File: config.mk
export PLATFORM = sky130hd
export DESIGN_NAME = bic_irq_ctrl
export DESIGN_NICKNAME = d
export VERILOG_FILES = /design/src/hw/bic_pkg.sv /design/src/hw/bic_irq_ctrl.sv
export VERILOG_INCLUDE_DIRS = /design/src /design/src/hw
export SDC_FILE = /design/constraint.sdc
export NUM_CORES = 2
export LEC_CHECK = 0
export ABC_AREA = 1
export BUFFER_PORTS_ARGS = -buffer_cell sky130_fd_sc_hd__buf_4
export CAP_MARGIN = 20
export CORE_ASPECT_RATIO = 1.75
export CORE_MARGIN = 4
export CORE_UTILIZATION = 30
export CTS_CLUSTER_DIAMETER = 60
export DETAILED_ROUTE_END_ITERATION = 8
export GPL_TIMING_DRIVEN = 0
export PLACE_DENSITY_LB_ADDON = 0.15
export SLEW_MARGIN = 10
export SYNTH_ARGS = -nofsm -noshare
export SYNTH_HDL_FRONTEND = slang
export SYNTH_SLANG_ARGS = --single-unit
File: constraint.sdc
create_clock -name clk_sys_i -period 2.14 [get_ports clk_sys_i]
set_input_delay 0.214 -clock clk_sys_i [delete_from_list [all_inputs] [get_ports clk_sys_i]]
set_output_delay 0.214 -clock clk_sys_i [all_outputs]
set_load 0.005 [all_outputs]
File: src/hw/bic_defs.svh
/*
 * Register offsets, field positions, reset values and timing counts of the
 * board interrupt control block.
 * Assumes a 10 MHz system clock and byte addresses on an Avalon-MM bus.
 */
`ifndef BIC_DEFS_SVH
`define BIC_DEFS_SVH

`define BIC_OFS_OPTIONS      8'h04
`define BIC_OFS_LOCATOR      8'h08
`define BIC_OFS_EN_LO        8'h10
`define BIC_OFS_EN_HI        8'h14
`define BIC_OFS_PEND_LO      8'h20
`define BIC_OFS_PEND_HI      8'h24
`define BIC_OFS_CLR_LO       8'h30
`define BIC_OFS_CLR_HI       8'h34
`define BIC_OFS_ARM_LO       8'h40
`define BIC_OFS_ARM_HI       8'h44
`define BIC_OFS_LVL_LO       8'h50
`define BIC_OFS_LVL_HI       8'h54
`define BIC_OFS_POL_LO       8'h60
`define BIC_OFS_POL_HI       8'h64
`define BIC_OFS_ROUTE0       8'h70
`define BIC_OFS_ROUTE1       8'h74
`define BIC_OFS_ROUTE2       8'h78
`define BIC_OFS_STATUS       8'h80
`define BIC_OFS_MASK         8'h84

`define BIC_LOC_IDENT_BIT    7
`define BIC_PEND_SUMMARY_BIT 16
`define BIC_ROUTE_FLD_W      6
`define BIC_ROUTE_FLD_STRIDE 8
`define BIC_SRC_VALID        64'hffff_ffff_fffe_ffff

`define BIC_MASK_RST         2'h3
`define BIC_WORD_RST         32'h0000_0000
`define BIC_FW_INFO_RST      32'h0000_0000

`define BIC_CLK_NS           100
`define BIC_BLINK_HALF_NS    500000000
`define BIC_BLINK_HALF_CYC   (`BIC_BLINK_HALF_NS / `BIC_CLK_NS)

`endif

File: src/hw/bic_pkg.sv
/*
 * Types shared by the board interrupt control block and its bus master.
 * Assumes the constants of bic_defs.svh.
 */
package bic_pkg;

    typedef struct packed {
        logic        read;
        logic        write;
        logic [7:0]  address;
        logic [3:0]  byteenable;
        logic [31:0] writedata;
    } bic_av_req_t;

    typedef struct packed {
        logic        waitrequest;
        logic [31:0] readdata;
    } bic_av_rsp_t;

    typedef struct packed {
        logic [63:0]      en;
        logic [63:0]      pend;
        logic [63:0]      arm;
        logic [63:0]      lvl;
        logic [63:0]      pol;
        logic [63:0]      prev;
        logic [2:0][31:0] route;
        logic [31:0]      locator;
        logic [1:0]       stat;
        logic [1:0]       mask;
        logic [22:0]      blink_cnt;
        logic             blink_ph;
        logic             wait_rq;
        logic [31:0]      rdata;
        logic             irq;
        logic [11:0]      ext;
        logic             led_red;
        logic             led_green;
    } bic_state_t;

endpackage : bic_pkg

File: src/hw/bic_irq_ctrl.sv
/*
 * Interrupt control registers of the timing board: enable, request,
 * pending, clear, arm, level and polarity per source, external routing,
 * board locator blink and the option word, behind an Avalon-MM slave.
 * Assumes source inputs are synchronous to clk_sys_i.
 */
// What this block does
// - While locator bit 7 is set, LEDs alternate red and green once a second.
// - Clearing locator bit 7 stops blinking and restores normal LED use.
// - A source counts as active only when its enable bit is set.
// - Writing a request bit raises that source's request in software.
// - Pending registers show each outstanding request, one bit per source.
// - Writing a clear bit removes that source's outstanding request.
// - Edge-triggered sources catch an edge only while their arm bit is set.
// - Level bit 1 selects level sensing, 0 selects edge detection.
// - Polarity bit 1 means high or rising, 0 means low or falling.
// - Pending word one bit 16 reads 1 when word two has nothing pending.
// - Each external output follows the enabled pending bit of the source chosen by the routing registers.
// - A read-only word reports fitted options and firmware revision.
`timescale 1ns/1ps
`include "bic_defs.svh"

module bic_irq_ctrl #(
    parameter int          BLINK_HALF_CYC = `BIC_BLINK_HALF_CYC,
    parameter logic [31:0] FW_INFO        = `BIC_FW_INFO_RST  // Arbitrary value.
) (
    input  wire logic                 clk_sys_i,
    input  wire logic                 reset_n_i,
    input  wire bic_pkg::bic_av_req_t bus_req_i,
    output wire bic_pkg::bic_av_rsp_t bus_rsp_o,
    input  wire logic [63:0]          src_i,
    output logic                      host_irq_o,
    output logic [11:0]               ext_irq_o,
    output logic                      led_red_o,
    output logic                      led_green_o
);
    import bic_pkg::*;

    localparam logic [22:0] BLINK_LAST = 23'(BLINK_HALF_CYC - 1);
    localparam logic [63:0] SRC_VALID  = `BIC_SRC_VALID;

    bic_state_t  q_ff;
    bic_state_t  nxt_q;
    logic        req;
    logic        take;
    logic [31:0] wmask;
    logic [63:0] act;
    logic [63:0] hw_hit;
    logic [63:0] sw_set;
    logic [63:0] sw_clr;
    logic [1:0]  stat_w1c;
    logic [31:0] rd_mux;

    ////////////////////////////////////////////////////////////////////////////

    function automatic logic [31:0] merge(input logic [31:0] old_v,
                                          input logic [31:0] new_v,
                                          input logic [31:0] m);
        merge = (old_v & ~m) | (new_v & m);
    endfunction : merge

    assign req   = bus_req_i.read | bus_req_i.write;
    assign take  = req & ~q_ff.wait_rq;
    assign wmask = {{8{bus_req_i.byteenable[3]}}, {8{bus_req_i.byteenable[2]}},
                    {8{bus_req_i.byteenable[1]}}, {8{bus_req_i.byteenable[0]}}};
    assign act   = q_ff.pend & q_ff.en;

    ////////////////////////////////////////////////////////////////////////////

    // Source detection: level sources match polarity, edge sources need arm.
    always_comb begin
        logic [63:0] rise;
        logic [63:0] fall;
        rise   = src_i & ~q_ff.prev;
        fall   = ~src_i & q_ff.prev;
        hw_hit = SRC_VALID & ((q_ff.lvl & ~(src_i ^ q_ff.pol))
               | (~q_ff.lvl & q_ff.arm
                  & ((q_ff.pol & rise) | (~q_ff.pol & fall))));
    end

    always_comb begin
        rd_mux = 32'h0000_0000;
        unique case (bus_req_i.address)
            `BIC_OFS_OPTIONS: rd_mux = FW_INFO;
            `BIC_OFS_LOCATOR: rd_mux = q_ff.locator;
            `BIC_OFS_EN_LO:   rd_mux = q_ff.en[31:0];
            `BIC_OFS_EN_HI:   rd_mux = q_ff.en[63:32];
            `BIC_OFS_PEND_LO: begin
                rd_mux = q_ff.pend[31:0];
                rd_mux[`BIC_PEND_SUMMARY_BIT] = ~|q_ff.pend[63:32];
            end
            `BIC_OFS_PEND_HI: rd_mux = q_ff.pend[63:32];
            `BIC_OFS_ARM_LO:  rd_mux = q_ff.arm[31:0];
            `BIC_OFS_ARM_HI:  rd_mux = q_ff.arm[63:32];
            `BIC_OFS_LVL_LO:  rd_mux = q_ff.lvl[31:0];
            `BIC_OFS_LVL_HI:  rd_mux = q_ff.lvl[63:32];
            `BIC_OFS_POL_LO:  rd_mux = q_ff.pol[31:0];
            `BIC_OFS_POL_HI:  rd_mux = q_ff.pol[63:32];
            `BIC_OFS_ROUTE0:  rd_mux = q_ff.route[0] & 32'h3f3f_3f3f;
            `BIC_OFS_ROUTE1:  rd_mux = q_ff.route[1] & 32'h3f3f_3f3f;
            `BIC_OFS_ROUTE2:  rd_mux = q_ff.route[2] & 32'h3f3f_3f3f;
            `BIC_OFS_STATUS:  rd_mux = {30'h0000_0000, q_ff.stat};
            `BIC_OFS_MASK:    rd_mux = {30'h0000_0000, q_ff.mask};
            default:          rd_mux = 32'h0000_0000;
        endcase
    end

    ////////////////////////////////////////////////////////////////////////////

    always_comb begin
        logic [5:0] sel;
        sel      = 6'h00;
        nxt_q    = q_ff;
        sw_set   = 64'h0000_0000_0000_0000;
        sw_clr   = 64'h0000_0000_0000_0000;
        stat_w1c = 2'h0;

        // One wait state: data is fetched while waitrequest is high and the
        // write lands on the edge where the master sees waitrequest low.
        nxt_q.wait_rq = 1'b1;
        if (req && q_ff.wait_rq) begin
            nxt_q.wait_rq = 1'b0;
            nxt_q.rdata   = bus_req_i.read ? rd_mux : 32'h0000_0000;
        end

        if (take && bus_req_i.write) begin
            unique case (bus_req_i.address)
                `BIC_OFS_LOCATOR: nxt_q.locator =
                                      merge(q_ff.locator, bus_req_i.writedata, wmask);
                `BIC_OFS_EN_LO:   nxt_q.en[31:0] =
                                      merge(q_ff.en[31:0], bus_req_i.writedata, wmask);
                `BIC_OFS_EN_HI:   nxt_q.en[63:32] =
                                      merge(q_ff.en[63:32], bus_req_i.writedata, wmask);
                `BIC_OFS_PEND_LO: sw_set[31:0] = bus_req_i.writedata & wmask;
                `BIC_OFS_PEND_HI: sw_set[63:32] = bus_req_i.writedata & wmask;
                `BIC_OFS_CLR_LO:  sw_clr[31:0] = bus_req_i.writedata & wmask;
                `BIC_OFS_CLR_HI:  sw_clr[63:32] = bus_req_i.writedata & wmask;
                `BIC_OFS_ARM_LO:  nxt_q.arm[31:0] =
                                      merge(q_ff.arm[31:0], bus_req_i.writedata, wmask);
                `BIC_OFS_ARM_HI:  nxt_q.arm[63:32] =
                                      merge(q_ff.arm[63:32], bus_req_i.writedata, wmask);
                `BIC_OFS_LVL_LO:  nxt_q.lvl[31:0] =
                                      merge(q_ff.lvl[31:0], bus_req_i.writedata, wmask);
                `BIC_OFS_LVL_HI:  nxt_q.lvl[63:32] =
                                      merge(q_ff.lvl[63:32], bus_req_i.writedata, wmask);
                `BIC_OFS_POL_LO:  nxt_q.pol[31:0] =
                                      merge(q_ff.pol[31:0], bus_req_i.writedata, wmask);
                `BIC_OFS_POL_HI:  nxt_q.pol[63:32] =
                                      merge(q_ff.pol[63:32], bus_req_i.writedata, wmask);
                `BIC_OFS_ROUTE0:  nxt_q.route[0] =
                                      merge(q_ff.route[0], bus_req_i.writedata, wmask);
                `BIC_OFS_ROUTE1:  nxt_q.route[1] =
                                      merge(q_ff.route[1], bus_req_i.writedata, wmask);
                `BIC_OFS_ROUTE2:  nxt_q.route[2] =
                                      merge(q_ff.route[2], bus_req_i.writedata, wmask);
                `BIC_OFS_STATUS:  stat_w1c = bus_req_i.writedata[1:0] & wmask[1:0];
                `BIC_OFS_MASK:    nxt_q.mask = 2'(merge({30'h0000_0000, q_ff.mask},
                                                        bus_req_i.writedata, wmask));
                default:          nxt_q.wait_rq = 1'b1;
            endcase
        end

        // A request arriving with its clear is kept: set wins over clear.
        nxt_q.prev = src_i;
        nxt_q.pend = ((q_ff.pend & ~sw_clr) | sw_set | hw_hit) & SRC_VALID;

        // Status bit per word: set by any enabled pending source in that word, held until written with 1.
        nxt_q.stat = (q_ff.stat & ~stat_w1c) | {|act[63:32], |act[31:0]};
        nxt_q.irq  = |(nxt_q.stat & nxt_q.mask);

        for (int i = 0; i < 12; i++) begin
            sel = q_ff.route[i / 4][i % 4 * `BIC_ROUTE_FLD_STRIDE +: `BIC_ROUTE_FLD_W];
            nxt_q.ext[i] = act[sel];
        end

        if (q_ff.locator[`BIC_LOC_IDENT_BIT]) begin
            if (q_ff.blink_cnt == BLINK_LAST) begin
                nxt_q.blink_cnt = 23'h00_0000;
                nxt_q.blink_ph  = ~q_ff.blink_ph;
            end else begin
                nxt_q.blink_cnt = q_ff.blink_cnt + 23'h00_0001;
            end
            nxt_q.led_red   = q_ff.blink_ph;
            nxt_q.led_green = ~q_ff.blink_ph;
        end else begin
            nxt_q.blink_cnt = 23'h00_0000;
            nxt_q.blink_ph  = 1'b0;
            nxt_q.led_red   = q_ff.irq;
            nxt_q.led_green = 1'b1;
        end
    end

    always_ff @(posedge clk_sys_i or negedge reset_n_i) begin
        if (!reset_n_i) begin
            q_ff         <= '0;
            q_ff.mask    <= `BIC_MASK_RST;
            q_ff.wait_rq <= 1'b1;
            q_ff.locator <= `BIC_WORD_RST;
        end else begin
            q_ff <= nxt_q;
        end
    end

    assign bus_rsp_o.waitrequest = q_ff.wait_rq;
    assign bus_rsp_o.readdata    = q_ff.rdata;
    assign host_irq_o            = q_ff.irq;
    assign ext_irq_o             = q_ff.ext;
    assign led_red_o             = q_ff.led_red;
    assign led_green_o           = q_ff.led_green;
endmodule : bic_irq_ctrl

==> results.json <==
{
  "dp_hpwl_microns": 158900,
  "critPathMaxFanout": 8,
  "hold_depth": 3,
  "initial_core_util_pct": 30.13,
  "vias_per_cell": 5.924,
  "clk_pin_slew_ns": 0.07,
  "ys_types": 40,
  "track_usage_pct": 35.45,
  "drtIter0Drc": 4725,
  "synth_area_leader_cell": "dfrtp_1",
  "outcome": "finished, violations left",
  "cp_cell_sequence": "nand2_1 > inv_1 > buf_1 > buf_8 > a21oi_1 > nand3_1 > nand3_1 > nand3_1 > nand3_1 > nand2_1",
  "synth_area_sq_um": 33530,
  "yosys-top-cells-count": "1,133 x nand2_1, 932 x nand3_1, 559 x dfrtp_1",
  "drc": 0,
  "synthCells": 4745,
  "path_depth": 10,
  "yosys-top-cells-area": "dfrtp_1 42%, nand3_1 14%, nand2_1 13%",
  "cts_buffers": 60,
  "ys_ff_latch": 562,
  "stdcell_count": 6635,
  "dieArea_sq_um": 117400,
  "first_pass_iters": 8,
  "vias": 39310,
  "yosysMostFrequentCell": "nand2_1",
  "ys_async_sr_fraction_pct": 100.0,
  "tightest_slew_ns": 1.244,
  "cts_tree": "done",
  "finalCritPeriodShare_pct": 102.6,
  "arrival_ns": 2.81,
  "synth_edf_count": 0,
  "irDropWorstVdd_uv": 632.7,
  "cpPeakStageDelay_ns": 0.42,
  "ys.warnings.count": 0,
  "fin_skew_ns": 0.04618,
  "synth_top_cell_area_share_pct": 41.72,
  "pin_count": 160,
  "antenna_found_initial": 11,
  "fin_crit_ns": 2.196,
  "rows": 162,
  "avgSynthCellArea_sq_um": 7.067,
  "crit_type": "reg2reg",
  "yosysSeqAreaShare_pct": 41.95,
  "slowest_stage": "buf_1",
  "tns_ns": -0.1245,
  "worstPathRequired_ns": 2.76,
  "hp-class": "in2reg",
  "syn_to_final_growth_pct": 22.33,
  "start_kind": "register",
  "grt_max_degree": 100,
  "die_h_microns": 450.3,
  "grt_pass1_vias": 38370,
  "drive_gt1_share_pct": 13.10,
  "wirelength_microns": 212500,
  "gp_congestion": 1.080,
  "hold_viol": 0,
  "crit_buf_inv": 3,
  "setup_viol": 8,
  "cts.path.max_buffers": 3,
  "synthesis.nets": 4858,
  "power.density_nw_per_um2": 611.8,
  "grt_pass1_wl_microns": 295500,
  "cts_sinks": 562,
  "cts_htree_levels": 2,
  "io_buffers": 155,
  "ant_nets": 0,
  "grt_remaining_overflow": 0,
  "dpl.cell_count": 6405,
  "slew_viol_final": 0,
  "drv_cap": 0,
  "setup_ws_ns": -0.05622,
  "r2r_cells": 10,
  "die_w_microns": 260.7,
  "cp_common_cell": "nand3_1",
  "nets": 5214,
  "rsz0062_at_grt": "no",
  "leakage_nw": 18.65,
  "cpLargestDelayFamily": "buffers and inverters",
  "root_buffer": "clkbuf_16",
  "max_freq_ghz": 0.4553,
  "wire_per_inst_microns": 32.02,
  "insertion_delay_ns": 0.71,
  "core_sq_um": 111300,
  "violations": "negative setup slack",
  "synthFlopType": "dfrtp_1",
  "max-slew-margin-rel_pct": 17.07,
  "end_kind": "register"
}
==> cell usage in the layout, fill, tap and decap left out, drive strengths merged, types with 95 or more instances in the layout <==
cell type and n:
a21oi 239, buf 388, clkbuf 270, dfrtp 559, dlygate4sd3 95, inv 324, nand2 1143, nand3 933
nor2 282, o21ai 466, o22ai 181
==> cell families after synthesis <==
family / count (synthesis) / share of synthesized area, %
and+or+nand+nor: 2471 / 32.41
DFF: 562 / 41.95
AOI/OAI and AO/OA: 980 / 16.23
xor gates and xnor gates: 9 / 0.2351
buffers and inverters: 722 / 9.134
adders and majority gates: 1 / 0.03731
==> what timing repair did <==
item,CTS,global route
pin swaps,4,7
hold buffers,96,0
gates resized for setup,161,153
endpoints found under the hold margin,442,0
setup buffers,14,10
gates cloned,0,0
endpoints found under the setup margin,284,138
==> layout make-up <==
type                    instances  area (sq um)
multi-input cells            3461         16690
repair buffers                305          2925
clock buffers                  85          1737
clock inverters                22         315.3
fillers                     11940         70260
flip-flops and latches        562         14070
plain buffers                 363          2017
diodes                         13         32.53
well taps                    1476          1847
inverters                     348          1383
==> per-layer routing <==
layer  routed length [microns]  vias up  global-route usage [%]  part of all wire [%]
met5                        16        -                       0                0.0075
met1                     73330    19120                   39.49                    35
met3                     16580      965                   7.228                   7.8
li1                          -    16840                       -                     -
met2                     97580     2376                   56.84                    46
met4                     24970        2                   31.41                    12
==> path summary, 6_finish.rpt <==
kind / from / to / slack [ns]
max: q_ff[473] / ext_irq_o[5] / -0.06
min: bus_req_i[18] / q_ff[478] / 0.02
max reg2reg: q_ff[473] / ext_irq_o[5] / -0.06
min reg2reg: bus_rsp_o[29] / bus_rsp_o[29] / 0.48
max in group asynchronous: reset_n_i / q_ff[489] / 0.37
min in group asynchronous: reset_n_i / q_ff[50] / 0.10
==> power by group <==
| part | internal (mW) | leakage (nW) | switching [mW] | total (mW) |
|---|---|---|---|---|
| registers | 10.9 | 6.41 | 0.205 | 11.1 |
| logic | 0.794 | 11.2 | 1.90 | 2.70 |
| clock network | 6.37 | 1.01 | 4.96 | 11.3 |
==> through the flow <==
stage                     hold WS, ns  setup WS [ns]  power, mW  cell area, sq um  utilization (%)
after CTS                   0.0006587       -0.05311      25.11             40600            36.48
after floorplan              -0.08159         0.5503      12.21             33530                -
after global placement         0.3407         -6.127      13.59             36540            32.84
final                         0.01715       -0.05622      25.09             41020            36.86
after detailed placement      0.09507         -1.321      13.66             37050            33.30
after global routing          0.02699      0.0006737      25.75             40990            36.83
==> worst min-delay path: cells and delay by family <==
| kind | cells | cell delay, ns |
|---|---|---|
| buffers and inverters | 1 | 0.12 |
| AOI/OAI and AO/OA | 1 | 0.14 |
| and+or+nand+nor | 1 | 0.17 |
Note: power is estimated with default switching activity, not from simulation.
